File: config.mk
export PLATFORM = sky130hd
export DESIGN_NAME = lwe_dev_flat
export DESIGN_NICKNAME = d
export VERILOG_FILES = /design/src/rtl/lwe_pkg.sv /design/src/rtl/lwe_link_if.sv /design/src/rtl/lwe_sync.sv /design/src/rtl/lwe_dev.sv /design/src/flat_wrapper.sv
export SDC_FILE = /design/constraint.sdc
export NUM_CORES = 1
export LEC_CHECK = 0
export BUFFER_PORTS_ARGS = -buffer_cell sky130_fd_sc_hd__buf_2
export CAP_MARGIN = 5
export CORE_ASPECT_RATIO = 1.4
export CORE_MARGIN = 2
export CORE_UTILIZATION = 23
export DETAILED_ROUTE_END_ITERATION = 6
export SLEW_MARGIN = 10
export SYNTH_ARGS = -nofsm -noshare
export SYNTH_HDL_FRONTEND = slang
export SYNTH_SLANG_ARGS = --single-unit
File: constraint.sdc
create_clock -name i_clk -period 2.45 [get_ports i_clk]
set_input_delay 0.49 -clock i_clk [delete_from_list [all_inputs] [get_ports i_clk]]
set_output_delay 0.49 -clock i_clk [all_outputs]
set_load 0.1 [all_outputs]
File: src/rtl/lwe_pkg.sv
// package: constants for the lock write and page/subsector erase link
package lwe_pkg;
  // ---------------------------------------------------------------
  // opcodes (arbitrary defaults)
  // ---------------------------------------------------------------
  localparam logic [7:0] OPC_WRITE_ENABLE_CMD_DEF = 8'h06;
  localparam logic [7:0] OPC_LOCK_DEF = 8'he5;
  localparam logic [7:0] OPC_PAGE_DEF = 8'hdb;
  localparam logic [7:0] OPC_SUB_DEF  = 8'h20;
  // ---------------------------------------------------------------
  // geometry
  // ---------------------------------------------------------------
  localparam int ADDR_MSB_USED = 18;
  localparam int PAGE_LSB      = 8;
  localparam int SUB_LSB       = 12;
  localparam int SECT_LSB      = 16;
  localparam int NUM_SECT      = 8;
  localparam int LOCK_WL_BIT   = 0;
  localparam int LOCK_LD_BIT   = 1;
  localparam logic [1:0] LOCK_RST = 2'h0;
  // ---------------------------------------------------------------
  // timing
  // ---------------------------------------------------------------
  localparam int CLK_MHZ          = 125;
  localparam int PAGE_ERASE_US    = 10000;
  localparam int SUB_ERASE_US     = 50000;
  localparam int PAGE_ERASE_CYC   = PAGE_ERASE_US * CLK_MHZ;
  localparam int SUB_ERASE_CYC    = SUB_ERASE_US * CLK_MHZ;
  localparam int RESET_REC_NS     = 30000;
  localparam int RESET_REC_CYC    = (RESET_REC_NS * CLK_MHZ + 999) / 1000;
  localparam int HOST_DIV_DEF     = 4;
  // ---------------------------------------------------------------
  // apb register map of the host controller
  // ---------------------------------------------------------------
  localparam logic [7:0] REG_CTRL   = 8'h00;
  localparam logic [7:0] REG_ADDR   = 8'h04;
  localparam logic [7:0] REG_DATA   = 8'h08;
  localparam logic [7:0] REG_STAT   = 8'h0c;
  localparam int CTRL_GO_BIT        = 8;
  localparam int CTRL_RST_BIT       = 9;
  localparam int STAT_BUSY_BIT      = 0;
  // command selection written to ctrl[1:0]
  typedef enum logic [1:0] {
    LWE_CMD_WRITE_ENABLE_CMD = 2'h0,
    LWE_CMD_LOCK = 2'h1,
    LWE_CMD_PAGE = 2'h2,
    LWE_CMD_SUB  = 2'h3
  } lwe_cmd_e;
endpackage

File: src/rtl/lwe_link_if.sv
// interface: spi link between host controller and flash device
`timescale 1ns/1ps
interface lwe_link_if;
  logic cs_b;
  logic sclk;
  logic mosi;
  logic reset_b;
  modport host (output cs_b, output sclk, output mosi, output reset_b);
  modport dev  (input cs_b, input sclk, input mosi, input reset_b);
endinterface

File: src/rtl/lwe_sync.sv
// two flop synchroniser for link pins
`timescale 1ns/1ps
module lwe_sync #(
  parameter int           W       = 1,
  parameter logic [W-1:0] RST_VAL = '0
) (
  // clock and reset
  input  wire logic         i_clk,
  input  wire logic         i_rst_b,
  // asynchronous pins
  input  wire logic [W-1:0] i_async,
  // synchronised
  output logic      [W-1:0] o_sync
);
  initial begin
    if (W < 1) $error("sync width must be at least one");
  end

  logic [W-1:0] meta_r;
  logic [W-1:0] sync_r;

  always_ff @(posedge i_clk or negedge i_rst_b) begin
    if (!i_rst_b) begin
      meta_r <= RST_VAL;
      sync_r <= RST_VAL;
    end else begin
      meta_r <= i_async;
      sync_r <= meta_r;
    end
  end

  assign o_sync = sync_r;
endmodule

File: src/rtl/lwe_dev.sv
// flash device end: instruction decode, lock bits, erase timing
//
// The APB interface to the registers and the address map were decided locally.
`timescale 1ns/1ps
module lwe_dev #(
  parameter logic [7:0] OPC_WRITE_ENABLE_CMD = lwe_pkg::OPC_WRITE_ENABLE_CMD_DEF,
  parameter logic [7:0] OPC_LOCK = lwe_pkg::OPC_LOCK_DEF,
  parameter logic [7:0] OPC_PAGE = lwe_pkg::OPC_PAGE_DEF,
  parameter logic [7:0] OPC_SUB  = lwe_pkg::OPC_SUB_DEF,
  parameter int         PAGE_CYC = lwe_pkg::PAGE_ERASE_CYC,
  parameter int         SUB_CYC  = lwe_pkg::SUB_ERASE_CYC
) (
  // clock and reset
  input  wire logic        i_clk,
  input  wire logic        i_rst_b,
  // link
  lwe_link_if.dev          link,
  // user side
  input  wire logic        i_hw_protect,
  output logic             o_wip,
  output logic             o_wel,
  output logic [7:0]       o_lock_bits,
  output logic             o_erase_pulse,
  output logic             o_erase_sub,
  output logic [18:0]      o_erase_addr,
  output logic             o_aborted
);
  initial begin
    if (PAGE_CYC < 1 || SUB_CYC < 1) $error("erase time must be at least one cycle");
  end

  // ---------------------------------------------------------------
  // pin sync and edge detect
  // ---------------------------------------------------------------
  logic [3:0] pins;
  logic       cs_s, sck_s, mosi_s, rstp_s;
  logic       sck_d_r, cs_d_r;
  // idle levels after reset: reset_b high, mosi low, sclk low, cs_b high
  lwe_sync #(.W(4), .RST_VAL(4'h9)) lwe_sync_i (
    .i_clk   (i_clk),
    .i_rst_b (i_rst_b),
    .i_async ({link.reset_b, link.mosi, link.sclk, link.cs_b}),
    .o_sync  (pins)
  );
  assign cs_s   = pins[0];
  assign sck_s  = pins[1];
  assign mosi_s = pins[2];
  assign rstp_s = pins[3];
  wire sck_rise = sck_s && !sck_d_r;
  wire cs_rise  = cs_s && !cs_d_r;

  always_ff @(posedge i_clk or negedge i_rst_b) begin
    if (!i_rst_b) begin
      sck_d_r <= 1'b0;
      cs_d_r  <= 1'b1;
    end else begin
      sck_d_r <= sck_s;
      cs_d_r  <= cs_s;
    end
  end

  // ---------------------------------------------------------------
  // shift register and bit count
  // ---------------------------------------------------------------
  logic [5:0]  bits_r;
  logic [39:0] shift_r;
  always_ff @(posedge i_clk or negedge i_rst_b) begin
    if (!i_rst_b) begin
      bits_r  <= 6'h00;
      shift_r <= 40'h0;
    end else if (cs_s || !rstp_s) begin
      bits_r <= 6'h00;
    end else if (sck_rise) begin
      shift_r <= {shift_r[38:0], mosi_s};
      if (bits_r != 6'h3f) bits_r <= bits_r + 6'h01;
    end
  end

  // ---------------------------------------------------------------
  // frame decode at cs rise
  // ---------------------------------------------------------------
  // exact bit count and opcode match
  function automatic logic frame_ok(input logic [5:0] cnt, input logic [5:0] want,
                                    input logic [7:0] opc, input logic [7:0] code);
    frame_ok = cnt == want && opc == code;
  endfunction

  wire [7:0] opc_write_enable_cmd = shift_r[7:0];
  wire [7:0] opc_a    = shift_r[31:24];
  wire [7:0] opc_l    = shift_r[39:32];
  wire [18:0] addr_a  = shift_r[18:0];
  wire [18:0] addr_l  = shift_r[26:8];
  wire [7:0] lock_d   = shift_r[7:0];
  wire is_write_enable_cmd = cs_rise && frame_ok(bits_r, 6'd8, opc_write_enable_cmd, OPC_WRITE_ENABLE_CMD);
  wire is_lock = cs_rise && frame_ok(bits_r, 6'd40, opc_l, OPC_LOCK);
  wire is_page = cs_rise && frame_ok(bits_r, 6'd32, opc_a, OPC_PAGE);
  wire is_sub  = cs_rise && frame_ok(bits_r, 6'd32, opc_a, OPC_SUB);

  // ---------------------------------------------------------------
  // lock bits, per sector
  // ---------------------------------------------------------------
  logic [1:0] lock_r [lwe_pkg::NUM_SECT];
  logic       wip_r;
  logic       wel_r;
  wire [2:0] sect_l = addr_l[18:16];
  wire [2:0] sect_a = addr_a[18:16];
  // lock write accepted: latch set, idle, sector not locked down
  wire lock_ok = is_lock && wel_r && !wip_r && !lock_r[sect_l][lwe_pkg::LOCK_LD_BIT];

  always_ff @(posedge i_clk or negedge i_rst_b) begin
    if (!i_rst_b) begin
      for (int i = 0; i < lwe_pkg::NUM_SECT; i++) lock_r[i] <= lwe_pkg::LOCK_RST;
    end else if (!rstp_s) begin
      for (int i = 0; i < lwe_pkg::NUM_SECT; i++) lock_r[i] <= lwe_pkg::LOCK_RST;
    end else if (lock_ok) begin
      lock_r[sect_l] <= lock_d[1:0];
    end
  end

  // ---------------------------------------------------------------
  // erase cycle
  // ---------------------------------------------------------------
  logic [31:0] cnt_r;
  logic        sub_r;
  logic [18:0] ea_r;
  logic        abort_r;
  wire prot_wl = lock_r[sect_a][lwe_pkg::LOCK_WL_BIT];
  wire ok_page = is_page && wel_r && !wip_r && !i_hw_protect && !prot_wl;
  wire ok_sub  = is_sub && wel_r && !wip_r && !i_hw_protect && !prot_wl;
  wire start   = ok_page || ok_sub;

  always_ff @(posedge i_clk or negedge i_rst_b) begin
    if (!i_rst_b) begin
      wip_r   <= 1'b0;
      cnt_r   <= 32'h0;
      sub_r   <= 1'b0;
      ea_r    <= 19'h0;
      abort_r <= 1'b0;
    end else begin
      abort_r <= 1'b0;
      if (!rstp_s) begin
        abort_r <= wip_r;
        wip_r   <= 1'b0;
        cnt_r   <= 32'h0;
      end else if (start) begin
        wip_r <= 1'b1;
        sub_r <= ok_sub;
        cnt_r <= ok_sub ? 32'(SUB_CYC - 1) : 32'(PAGE_CYC - 1);
        ea_r  <= ok_sub ? {addr_a[18:12], 12'h000} : {addr_a[18:8], 8'h00};
      end else if (wip_r) begin
        if (cnt_r == 32'h0) wip_r <= 1'b0;
        else cnt_r <= cnt_r - 32'h1;
      end
    end
  end

  // ---------------------------------------------------------------
  // write enable latch
  // ---------------------------------------------------------------
  always_ff @(posedge i_clk or negedge i_rst_b) begin
    if (!i_rst_b) begin
      wel_r <= 1'b0;
    end else if (!rstp_s) begin
      wel_r <= 1'b0;
    end else if (lock_ok) begin
      wel_r <= 1'b0;
    end else if (start) begin
      wel_r <= 1'b0;
    end else if (is_write_enable_cmd && !wip_r) begin
      wel_r <= 1'b1;
    end
  end

  // ---------------------------------------------------------------
  // completion pulse with erase target (bytes become ff)
  // ---------------------------------------------------------------
  logic done_r;
  always_ff @(posedge i_clk or negedge i_rst_b) begin
    if (!i_rst_b) done_r <= 1'b0;
    else done_r <= wip_r && rstp_s && cnt_r == 32'h0 && !start;
  end

  assign o_wip         = wip_r;
  assign o_wel         = wel_r;
  assign o_lock_bits   = {6'h00, lock_r[sect_l]};
  assign o_erase_pulse = done_r;
  assign o_erase_sub   = sub_r;
  assign o_erase_addr  = ea_r;
  assign o_aborted     = abort_r;
endmodule

File: src/flat_wrapper.sv
// flat-port wrapper written by rule: the top's interface ports become plain ports
module lwe_dev_flat 
#(
  parameter logic [7:0] OPC_WRITE_ENABLE_CMD = lwe_pkg::OPC_WRITE_ENABLE_CMD_DEF,
  parameter logic [7:0] OPC_LOCK = lwe_pkg::OPC_LOCK_DEF,
  parameter logic [7:0] OPC_PAGE = lwe_pkg::OPC_PAGE_DEF,
  parameter logic [7:0] OPC_SUB  = lwe_pkg::OPC_SUB_DEF,
  parameter int         PAGE_CYC = lwe_pkg::PAGE_ERASE_CYC,
  parameter int         SUB_CYC  = lwe_pkg::SUB_ERASE_CYC
)
  (i_clk, i_rst_b, i_hw_protect, o_wip, o_wel, o_lock_bits, o_erase_pulse, o_erase_sub, o_erase_addr, o_aborted, link_cs_b, link_sclk, link_mosi, link_reset_b);
  lwe_link_if link_i ();
  input  wire logic i_clk;
  input  wire logic i_rst_b;
  input  wire logic i_hw_protect;
  output logic o_wip;
  output logic o_wel;
  output logic [7:0] o_lock_bits;
  output logic o_erase_pulse;
  output logic o_erase_sub;
  output logic [18:0] o_erase_addr;
  output logic o_aborted;
  input wire logic [$bits(link_i.cs_b)-1:0] link_cs_b;
  input wire logic [$bits(link_i.sclk)-1:0] link_sclk;
  input wire logic [$bits(link_i.mosi)-1:0] link_mosi;
  input wire logic [$bits(link_i.reset_b)-1:0] link_reset_b;
  assign link_i.cs_b = link_cs_b;
  assign link_i.sclk = link_sclk;
  assign link_i.mosi = link_mosi;
  assign link_i.reset_b = link_reset_b;
  lwe_dev #(.OPC_WRITE_ENABLE_CMD(OPC_WRITE_ENABLE_CMD), .OPC_LOCK(OPC_LOCK), .OPC_PAGE(OPC_PAGE), .OPC_SUB(OPC_SUB), .PAGE_CYC(PAGE_CYC), .SUB_CYC(SUB_CYC)) u_core (.i_clk(i_clk), .i_rst_b(i_rst_b), .link(link_i), .i_hw_protect(i_hw_protect), .o_wip(o_wip), .o_wel(o_wel), .o_lock_bits(o_lock_bits), .o_erase_pulse(o_erase_pulse), .o_erase_sub(o_erase_sub), .o_erase_addr(o_erase_addr), .o_aborted(o_aborted));
endmodule
-- Word-level counts from Yosys, hierarchy flattened
Cells that the tools add are included.
- add/sub/neg operators: 2
- $lt $le $gt $ge: 3
- equality and inequality tests: 12
- multiplexer cells: 29
- bitwise operators: 3
- reduce and logical (&&, ||, !) cells: 43
- operators with widths (cell ; count):
    $mux W32 ; 4
    $logic_not A32 Y1 ; 1
    $mux W16 ; 2
    $sub A32 B1 Y32 const B ; 1
    $logic_and A1 B1 Y1 ; 26
    $mux W23 ; 1
    $mux W6 ; 3
    $bwmux W16 ; 1
    $eq A8 B8 Y1 const B ; 2
    $bmux W2 S3 ; 2
    $eq A6 B6 Y1 const B ; 2
    $mux W12 ; 1
    $mux W1 ; 11
    $eq A8 B3 Y1 const B ; 1
    $eq A8 B6 Y1 const B ; 1
    $ge A4 B4 Y1 const B ; 2
    $logic_not A1 Y1 ; 8
    $not A3 Y4 ; 2
    $reduce_and A2 Y1 ; 4
    $add A6 B1 Y6 const B ; 1
    $demux W2 S3 ; 1
    $eq A6 B4 Y1 const B ; 1
    $mux W2 ; 3
    $ne A6 B6 Y1 const B ; 1
    other kinds (8) ; 10
- flip-flop bits (word level): 128
- input bits: 7
- output and inout port bits: 32
- logic and storage cells: 113

-- Longest topological paths before layout
Gate-level depths: netlist (run 1).
- depth in word-level cells: 11
- gate-level depth with buffers: 9
- mapped depth without buffers: 8

-- Hierarchy
From an unflattened synthesis (run 1), not the netlist that was laid out.
- cell total of the unflattened synthesis: 529
- area, all modules: 5775.5 µm²
- modules (own cells, without submodules) (module ; instances ; cells an instance ; area an instance (µm²) ; sequential area each (µm²)):
    lwe_dev ; 1 ; 521 ; 5570.3 ; 2803.9
    lwe_sync ; 1 ; 8 ; 205.2 ; 205.2

-- Worst setup path before layout (run 1)
Ideal clock, no wire load.
- path kind: flip-flop to output port
- from: reg u_core.shift_r[26]
- to: out o_lock_bits[0]
- arrival: 3.226 ns
- data required time: 1.960 ns
- path slack: -1.266 ns
- cell stages (with the launch flop): 5
- path buffers: 1
- cells stage by stage: dfrtp_1 -> clkbuf_1 -> nor2b_1 -> a221oi_1 -> o21ai_0
- word-level cells in the longest chain between the ends: 4
- RTL lines (element ; RTL line ; RTL):
    from (decl) ; lwe_dev.sv:66 ; logic [39:0] shift_r;
    from (signal assigned) ; lwe_dev.sv:74 ; shift_r <= {shift_r[38:0], mosi_s};
    $not A3 Y4 (implied by the code) ; lwe_dev.sv:185 ; assign o_lock_bits = {6'h00, lock_r[sect_l]};
    $bmux W2 S3 ; lwe_dev.sv:185 ;
    $mux W2 (implied by the code) (2 in a row) ; lwe_dev.sv:185 ;
    to (decl) ; flat_wrapper.sv:18 ; output logic [7:0] o_lock_bits;
Every way passes these cells. The select of a mux whose other input is x is not followed.

-- Worst setup path in the final report (run 1)
- from: reg u_core.shift_r[24]
- to: out o_lock_bits[1]
The elaborated chain is that of the path after synthesis.

==> results of run 1 <==
==> registers in the layout, summed over array words and instances (netlist names) <==
signal,flops
u_core.shift_r,40
u_core.cnt_r,32
u_core.lock_r,16
u_core.o_erase_addr,11
u_core.bits_r,6
u_core.lwe_sync_i.meta_r,4
u_core.lwe_sync_i.o_sync,4
u_core.cs_d_r,1
u_core.o_aborted,1
u_core.o_erase_pulse,1
u_core.o_erase_sub,1
u_core.o_wel,1
u_core.o_wip,1
u_core.sck_d_r,1
==> layer usage <==
metal  vias up  GRT usage, %
met5         -             0
met4         0          3.89
met3        18          2.15
met2        91          18.4
met1      2006          11.9
li1       1986             -
==> cells in the final DEF (no fill, tap or decap), types with 3 or more instances in the layout <==
master / instances
dfstp_2: 5
nor2_1: 45
mux2_4: 3
mux4_2: 3
or2_2: 3
a22oi_1: 3
nand4_1: 6
conb_1: 14
nand2_1: 22
nand2b_1: 4
o21ai_0: 18
o22a_1: 5
and2_1: 3
a31oi_1: 6
inv_8: 3
buf_4: 38
nor4_1: 16
ha_1: 4
buf_2: 21
nand3_1: 20
nor2b_1: 4
clkinvlp_4: 3
buf_12: 4
and4_1: 3
inv_6: 6
a22o_1: 4
nor3_1: 17
xor2_1: 5
clkbuf_16: 17
mux2_2: 44
or3_1: 6
xnor2_1: 16
a21oi_1: 27
mux2i_1: 7
and3_1: 6
inv_1: 8
dfrtp_1: 112
nor4_4: 3
==> area by class of cell <==
type / count / share of cell area [%]
Sequential cell: 120 / 42.4
Multi-Input combinational cell: 363 / 36.6
Timing Repair Buffer: 64 / 6.77
Clock buffer: 17 / 5.98
Tap cell: 315 / 5.54
Clock inverter: 15 / 2.20
Inverter: 9 / 0.475
==> synthesized netlist by cell type (all sizes together), types with 8 or more instances <==
library cell  number  area (sq um)
clkbuf            13          48.8
inv                8          30.0
nor3              18          95.1
nand3             20           100
buf               25           176
nor4              19           146
nand2             22          82.6
o21ai             19          95.1
dfrtp            115          2880
mux2              47           537
xnor2             16           140
nor2              47           176
a21oi             27           135
==> worst reg2reg max path: stages (launching register included) <==
cell     delay [ns]
dfrtp_1        0.39
or4b_4         0.57
nor4_4         0.18
nor2_1         0.08
or4b_1         0.46
buf_4          0.22
mux2_4         0.31
==> where the power goes <==
| part | switching (W) | internal [W] |
|---|---|---|
| logic | 0.000220 | 0.0000881 |
| registers | 0.0000527 | 0.00203 |
| clock network | 0.00101 | 0.00144 |
| total | 0.00129 | 0.00356 |
==> cells by family after synthesis <==
logic type	synth area share, %
compound gates	10.7
mux	11.7
fa+ha+maj	0.867
simple gates	16.9
xor+xnor	3.19
flops	52.1
other cells	0.0649
buf+inv	4.49
==> worst max path at each step <==
stage / slack [ns] / end / depth (start not counted)
floorplan: -0.13 / u_core.o_erase_addr[16] / 7
global placement: 0.1 / u_core.o_erase_addr[11] / 7
detailed placement: 0.06 / u_core.o_erase_addr[10] / 7
CTS: -0.03 / o_lock_bits[1] / 4
finish: 0.04 / o_lock_bits[1] / 4
global route: -0.04 / o_lock_bits[1] / 4
==> metrics by stage <==
stage / utilization [%] / area [sq um] / hold slack [ns] / instances
2_1_floorplan: - / 5850 / 0.194 / 530
3_3_place_gp: 26.2 / 6460 / 0.335 / 868
3_5_place_dp: 26.2 / 6460 / 0.336 / 868
4_1_cts: 28.6 / 7070 / 0.0550 / 900
5_1_grt: 28.8 / 7110 / 0.0775 / 903
6_report: 28.8 / 7110 / 0.0432 / 903
==> what timing repair did <==
| item | CTS | global route |
|---|---|---|
| setup endpoints to repair | 2 | 12 |
| resized for setup | 7 | 8 |
| buffers inserted | 0 | 3 |
==> run metrics, run 1 <==
outcome completed; crit path launch u_core.shift_r[24]; WP data required 1.96 ns; htree depth 4; Worst-Skew Late Latency 0.41 ns; CP top delay family multiplexers; Mean Syn Cell Area 11.2 sq um; initial antenna violation count 0; Leak 3.19 nW; Starting Density 23.4%; r2r startpoint u_core.shift_r[24]; met2 wire length 6760 microns; CTS tree done; Filler cells 2500; num rows roughly 70; Residual DRC 0; Layout Nets 586; Num CTS Buffers 17; Rel. slew slack between 60% and 70%; Syn Std Cell Area between 5000 and 6000 sq um; WP data arrival between 1.5 and 2 ns; crit path kind register to output port; slowest CP cell mux4_2; gr ovfl total 0; Worst R2R End u_core.o_erase_addr[16]; startpoint types register; vias in the first global route 4166; EDFF count, synth 0; clock-pin slew on the worst setup and hold paths approximately 0.06 ns; maximum vdd ir drop 0.408 mV; worst-path maximum fanout 7; critical-path cell list buf_6 -> mux4_2 -> mux2_4 -> buf_12; dpl ws 0.0582 ns; Pre-antenna DRT Iters 4; Routed WL 12700 microns; Pwr Density around 700 nW/um^2; YS warnings 0; CTS Sinks 120; DR vias 4101; synthesis-stage register bit count 120; RSZ-0062 raised after global routing yes; Overall Global Routing Usage 10.3%; worst stage delay on the critical path 0.49 ns; global-route wire length before repair roughly 21000 microns; CTS root buf clkbuf_16; die area 26400 sq um; DR top layer met4; Die Span X 138 microns; Hold Crit Class input port to asynchronous set/reset pin; fraction of layout cells with a size suffix above 1 29.9%; WL met1 5170 microns; FF/Latch Area 3020 sq um; FF-to-FF setup slack about 0.13 ns; GPL Wtd Cong between 0.7 and 0.8; asr flop ratio synth 100%; Period minus WS final about 2.4 ns; Primary FF master, synth dfrtp_1; register area share after synthesis between 50% and 60%; Final Setup Violations 0; met3 wire len 509 microns; IO buf count 24; largest net degree at the start of global routing 50; FF-to-FF path depth 6; max-cap violations 0; DRT antenna net count 0; IO Count 39; vias per cell 4.54; wire per inst 14.1 microns; area of the multi-input gates 2600 sq um; Yosys cell types 70; area of the core between 20000 and 25000 sq um; 1st-iter DRT viols 300; Buf+Inv Stages, Crit Path 2; Crit. End Element output port; setup slack after layout roughly 0.045 ns; Longest Clk Path Bufs 2; FMAX 416 MHz; post-synthesis instance total a little over 500; setup TNS 0 ns; CTS Hold Buffers Added 0; Max Slew Vio Count 0; DP HPWL 9130 microns; worst slew pin tran approximately 0.55 ns; Area Growth Syn to Fin 23.1%; final hold violation count 0; Die Ht 191 microns; Ant. Diodes 0; fin crit share 98.2%; clk_skew 0.00944 ns; post-route total power 0.00484 W
Note: power is estimated with default switching activity, not from simulation.
==> inputs of run 2 (changes only) <==
CORE_MARGIN = 4   (was 2)
PLACE_DENSITY = 0.51   (was not set)
==> run 2 against run 1 <==
Largest power group unchanged; core utilization about the same; critical path depth unchanged; sequential share of layout area about the same; critical endpoint unchanged; hold slack better by 0.14 ns; highest routed layer unchanged; via count up 0.51%; combinational power about the same; count of clock-buffer cells in the layout up 2; die area up 5.1%.
==> run metrics, run 2 (synthesis gave the netlist of run 1 again) <==
Residual DRC 0 (unchanged); worst stage delay on the critical path 0.50 ns (was 0.49 ns); Pre-antenna DRT Iters 4 (unchanged); max-cap violations 0 (unchanged); area of the core 24700 sq um (unchanged); Routed WL 13200 microns (was 12700 microns); CTS root buf clkbuf_16 (unchanged); fin crit share 99.1% (was 98.2%); Pwr Density 681 nW/um^2 (about the same); clock-pin slew on the worst setup and hold paths 0.06 ns (about the same); htree depth 4 (unchanged); wire per inst 14.7 microns (was 14.1 microns); CTS tree done (unchanged); vias per cell 4.56 (was 4.54); largest net degree at the start of global routing 69 (was 50); Die Span X 142 microns (was 138 microns); GPL Wtd Cong 0.776 (was 0.780); dpl cell area 6470 sq um (was 6460 sq um); final hold violation count 0 (unchanged); Area Growth Syn to Fin 23.2% (was 23.1%); FF-to-FF path depth 6 (unchanged); WP data arrival 1.94 ns (was 1.92 ns); commonest non-fill, non-tap cell in the layout dfrtp_1 (unchanged); clk_skew 0.00919 ns (was 0.00944 ns); hold path depth 1; gr ovfl total 0 (unchanged); flip-flop count of the largest register after layout 40 (unchanged); RSZ-0062 raised after global routing yes (unchanged); Die Ht 195 microns (was 191 microns); most flop-heavy register u_core.shift_r (unchanged); worst-path maximum fanout 8 (was 7); Crit. End Element output port (unchanged); met2 wire length 7010 microns (was 6760 microns); Num CTS Buffers 17 (unchanged); fraction of layout cells with a size suffix above 1 29.4% (was 29.9%); slowest CP cell mux4_2 (unchanged); FMAX 412 MHz (was 416 MHz); 1st-iter DRT viols 165 (was 300); DR top layer met4 (unchanged); Leak 3.18 nW (was 3.19 nW); FF-to-FF setup slack 0.12 ns (was 0.13 ns); Rel. slew slack 65.3% (was 62.8%); Overall Global Routing Usage 9.83% (was 10.3%); met3 wire len 341 microns (was 509 microns); maximum vdd ir drop 0.343 mV (was 0.408 mV); vias in the first global route 4159 (was 4166); DRT antenna net count 0 (unchanged); outcome completed (unchanged); Finished Cell Area 7110 sq um (about the same); DP HPWL 9570 microns (was 9130 microns); die area 27700 sq um (was 26400 sq um); num rows 68 (unchanged); IO buf count 24 (unchanged); Starting Density 23.4% (unchanged); startpoint types register (unchanged); worst slew pin tran 0.516 ns (was 0.552 ns); Regs by FF count u_core.shift_r: 40 flops, u_core.cnt_r: 32 flops, u_core.lock_r: 16 flops (unchanged); IO Count 39 (unchanged); Period minus WS final 2.43 ns (was 2.41 ns); Final Setup Violations 0 (unchanged); initial antenna violation count 0 (unchanged); global-route wire length before repair 21900 microns (was 21400 microns); WL met1 5490 microns (was 5170 microns); Ant. Diodes 0 (unchanged); CTS Sinks 120 (unchanged); Max Slew Vio Count 0 (unchanged); WP data required 1.96 ns (about the same); crit path kind register to output port (unchanged); critical-path cell list buf_6 -> mux4_2 -> mux2_4 -> buf_12 (unchanged); DR vias 4122 (was 4101); Worst-Skew Late Latency 0.41 ns (about the same); Post-Route Utilization 28.8% (about the same); most frequent cells in the layout dfrtp_1, nor2_1, mux2_2, buf_4, a21oi_1 (unchanged); Layout Nets 586 (unchanged); Hold Crit Class input port to register (was input port to asynchronous set/reset pin); Longest Clk Path Bufs 2 (unchanged)
[run 2: final timing paths]
check | from | to
max | u_core.shift_r[24] | o_lock_bits[1]
min | link_mosi | u_core.lwe_sync_i.meta_r[2]
max reg2reg | u_core.cnt_r[22] | u_core.cnt_r[22]
min reg2reg | u_core.lwe_sync_i.meta_r[1] | u_core.lwe_sync_i.o_sync[1]
max in group asynchronous | i_rst_b | u_core.shift_r[25]
min in group asynchronous | i_rst_b | u_core.o_erase_addr[8]
[run 2: power breakdown]
part	switching (W)	total (W)	leakage [nW]	internal (W)
Clock	0.000917	0.00245	0.276	0.00153
Sequential	0.0000541	0.00209	1.63	0.00203
Combinational	0.000223	0.000312	1.27	0.0000886
Total	0.00119	0.00484	3.18	0.00365
[run 2: timing repair]
item / 4_1_cts / 5_1_grt
resized for setup: 7 / 5
gates cloned: 0 / 0
endpoints found under the hold margin: 16 / 0
buffers inserted: 0 / 1
endpoints found under the setup margin: 2 / 11
hold buffers: 1 / 0
[run 2: per-stage QoR]
step                worst slack [ns]  std cells  total power (W)  TNS (ns)  hold WS (ns)
floorplan                     -0.132        530          0.00234    -0.952         0.194
CTS                          -0.0183        902          0.00492   -0.0183         0.165
global placement              0.0879        869          0.00243         0         0.332
detailed placement            0.0736        869          0.00243         0         0.336
finish                        0.0211        903          0.00484         0         0.183
global route                 -0.0368        903          0.00503   -0.0368         0.170
[run 2: layout make-up]
type / count / area (sq um)
Multi-Input combinational cell: 363 / 2600
Tap cell: 315 / 394
Sequential cell: 120 / 3020
Clock inverter: 13 / 144
Timing Repair Buffer: 64 / 484
Clock buffer: 19 / 443
Inverter: 9 / 33.8
Fill cell: 2525 / 17600
[run 2: metal layers]
metal,track usage [%],vias up
met4,4.23,0
met5,0,-
met2,17.3,73
met3,2.03,21
met1,11.4,2048
li1,-,1980
[run 2: worst max-delay path, delay by kind of cell, from the launching register on]
family                 cells  cell delay, ns
DFF                        1            0.36
muxes                      2            0.83
buffers and inverters      2            0.33
==> inputs of run 3 (changes only) <==
ABC_AREA = 1   (was not set)
==> run 3 against run 2 <==
Via count rose by 27%; global-route usage rose by 1.5 points; combinational power rose by 35%; count of clock-buffer cells in the layout rose by 1; hold slack got worse by 0.18 ns; power rose by 3.4%; non-clock buffer count fell by 26; core utilization fell by 1.4 points; clock skew rose by 0.00056 ns; sequential share of layout area fell by 1.5 points.
==> run metrics, run 3 <==
flip-flop count of the largest register after layout 40 (unchanged); WP data arrival 1.82 ns (was 1.94 ns); Num CTS Buffers 17 (unchanged); 1st-iter DRT viols 296 (was 165); YS warnings 0 (unchanged); Filler cells 2961 (was 2525); Overall Global Routing Usage 11.3% (was 9.83%); setup TNS 0 ns (unchanged); largest family of logic cells by synthesized area simple AND/OR/NAND/NOR gates (unchanged); Yosys cell types 40 (was 70); global-route wire length before repair 26800 microns (was 21900 microns); Hold Crit Class input port to asynchronous set/reset pin (was input port to register); commonest cells in the netlist nand2_1, dfrtp_1, inv_1, nor2_1, nand3_1 (was dfrtp_1, nor2_1, mux2_2, a21oi_1, nand2_1); IO buf count 24 (unchanged); DR vias 5244 (was 4122); commonest non-fill, non-tap cell in the layout nand2_1 (was dfrtp_1); area of the core 26800 sq um (was 24700 sq um); Pwr Density 680 nW/um^2 (was 681 nW/um^2); Area Growth Syn to Fin 18.2% (was 23.2%); IO Count 39 (unchanged); simple-gate area share of the yosys netlist 31.4% (was 16.9%); WP data required 1.96 ns (about the same); DP HPWL 11900 microns (was 9570 microns); CTS tree done (unchanged); Layout Nets 866 (was 586); Syn Std Cell Area 6240 sq um (was 5770 sq um); synthesis-stage register bit count 120 (unchanged); startpoint types register (unchanged); maximum vdd ir drop 0.434 mV (was 0.343 mV); mux cell area share after synthesis 0% (was 11.7%); vias in the first global route 5270 (was 4159); Primary FF master, synth dfrtp_1 (unchanged); Worst-Skew Late Latency 0.42 ns (was 0.41 ns); Synth Area in XOR/XNOR 2.81% (was 3.19%); Routed WL 16300 microns (was 13200 microns); post-synthesis compound-gate area fraction 6.56% (was 10.7%); initial antenna violation count 0 (unchanged); dpl cell area 6760 sq um (was 6470 sq um); Final Setup Violations 0 (unchanged); fraction of layout cells with a size suffix above 1 11.9% (was 29.4%); gr ovfl total 0 (unchanged); FMAX 432 MHz (was 412 MHz); DRT antenna net count 0 (unchanged); num rows 71 (was 68); area leader, netlist dfrtp_1 (unchanged); crit path kind register to output port (unchanged); EDFF count, synth 0 (unchanged); outcome completed (unchanged); Ant. Diodes 0 (unchanged); CTS Sinks 120 (unchanged); final hold violation count 0 (unchanged); wire per inst 13.3 microns (was 14.7 microns); Leak 3.78 nW (was 3.18 nW); worst-path maximum fanout 7 (was 8); Rel. slew slack 66.5% (was 65.3%); clk_skew 0.00976 ns (was 0.00919 ns); Regs by FF count u_core.shift_r: 40 flops, u_core.cnt_r: 32 flops, u_core.lock_r: 16 flops (unchanged); Period minus WS final 2.31 ns (was 2.43 ns); Synth top area share 46.1% (was 49.8%); fin crit share 94.5% (was 99.1%); Starting Density 23.2% (was 23.4%); Max Slew Vio Count 0 (unchanged); most flop-heavy register u_core.shift_r (unchanged); Residual DRC 0 (unchanged); max-cap violations 0 (unchanged); setup slack after layout 0.136 ns (was 0.0211 ns); most frequent cells in the layout nand2_1, dfrtp_1, inv_1, nor2_1, nand3_1 (was dfrtp_1, nor2_1, mux2_2, buf_4, a21oi_1); htree depth 4 (unchanged); worst slew pin tran 0.502 ns (was 0.516 ns); RSZ-0062 raised after global routing no (was yes); most frequent cell after synthesis nand2_1 (was dfrtp_1); Die Span X 147 microns (was 142 microns); Crit. End Element output port (unchanged); asr flop ratio synth 100% (unchanged); largest net degree at the start of global routing 45 (was 69); Mean Syn Cell Area 7.60 sq um (was 11.2 sq um); clock-pin slew on the worst setup and hold paths 0.06 ns (about the same); Adder-Cell Fraction of Synth Area 0.803% (was 0.867%); register area share after synthesis 48.3% (was 52.1%); vias per cell 4.26 (was 4.56); dpl ws 0.283 ns (was 0.0736 ns); Pre-antenna DRT Iters 4 (unchanged); CTS Hold Buffers Added 0 (was 1); FF-to-FF path depth 11 (was 6); die area 29800 sq um (was 27700 sq um); CTS root buf clkbuf_16 (unchanged); Finished Cell Area 7370 sq um (was 7110 sq um); GPL Wtd Cong 0.856 (was 0.776); post-synthesis instance total 820 (was 517); Longest Clk Path Bufs 2 (unchanged); main area contributors after synthesis dfrtp_1, nand2_1, inv_1, nand3_1, nor2_1 (was dfrtp_1, mux2_2, nor2_1, xnor2_1, a21oi_1); Die Ht 203 microns (was 195 microns)
run 3: cell types whose count changed after synthesis, moves of 12 or more:
cell     change
a21oi_1     -17
inv_1       +86
mux2_2      -45
nand2_1    +246
nand3_1     +47
nor2_1      +38
nor4_1      -15
o21ai_1     +14
xnor2_1     -12
run 3: area by class of cell:
class	instances	area, sq um	share of cell area (%)
Sequential cell	120	3010	40.9
Multi-Input combinational cell	574	2650	35.9
Clock buffer	20	457	6.19
Tap cell	365	457	6.19
Inverter	104	393	5.33
Timing Repair Buffer	38	278	3.77
Clock inverter	10	128	1.73
run 3: critical path: stages, from the launching register on:
cell	delay (ns)
dfrtp_2	0.42
inv_1	0.14
nand2_2	0.12
o22ai_1	0.08
a221oi_1	0.27
nand2_1	0.16
buf_6	0.21
run 3: what timing repair did:
item,in CTS,in global routing
resized for setup,4,2
setup endpoints to repair,1,1
cloned,0,0
hold endpoints to repair,0,0
buffers inserted,0,2
run 3: routing by layer:
layer	GRT usage [%]	vias up	routed length (microns)	part of all wire [%]
met3	2.68	42	581	3.6
li1	-	2614	-	-
met5	0	-	0	0
met4	5.40	0	522	3.2
met2	20.3	99	8620	53
met1	12.5	2489	6600	40
run 3: logic make-up after synthesis:
| group | after synthesis |
|---|---|
| DFF | 120 |
| buffers and inverters | 139 |
| adders and majority gates | 4 |
| and+or+nand+nor | 463 |
| other | 1 |
| xor gates and xnor gates | 20 |
| AOI/OAI and AO/OA | 73 |
run 3: report_power, final:
group	switching [W]	total, W	internal [W]
Sequential	0.0000429	0.00208	0.00203
Combinational	0.000321	0.000420	0.0000988
Clock	0.000887	0.00251	0.00163
run 3: worst paths after layout:
| check | from | to | slack, ns |
|---|---|---|---|
| worst min register to register | u_core.lwe_sync_i.meta_r[2] | u_core.lwe_sync_i.o_sync[2] | 0.35 |
| worst max-delay path | u_core.shift_r[24] | o_lock_bits[0] | 0.14 |
| worst max register to register | u_core.bits_r[0] | u_core.o_erase_addr[18] | 0.29 |
| max in group asynchronous | i_rst_b | u_core.shift_r[15] | 1.80 |
| worst min-delay path | i_rst_b | u_core.cnt_r[25] | 0.006 |
| min in group i_clk | link_cs_b | u_core.lwe_sync_i.meta_r[0] | 0.17 |
run 3: metrics by stage:
step | util (%) | power, W | cells | hold slack [ns]
2_1_floorplan | - | 0.00242 | 833 | 0.194
3_3_place_gp | 25.2 | 0.00253 | 1199 | 0.333
3_5_place_dp | 25.2 | 0.00254 | 1199 | 0.337
4_1_cts | 27.4 | 0.00508 | 1229 | 0.0157
5_1_grt | 27.5 | 0.00522 | 1231 | 0.0324
6_report | 27.5 | 0.00501 | 1231 | 0.00637
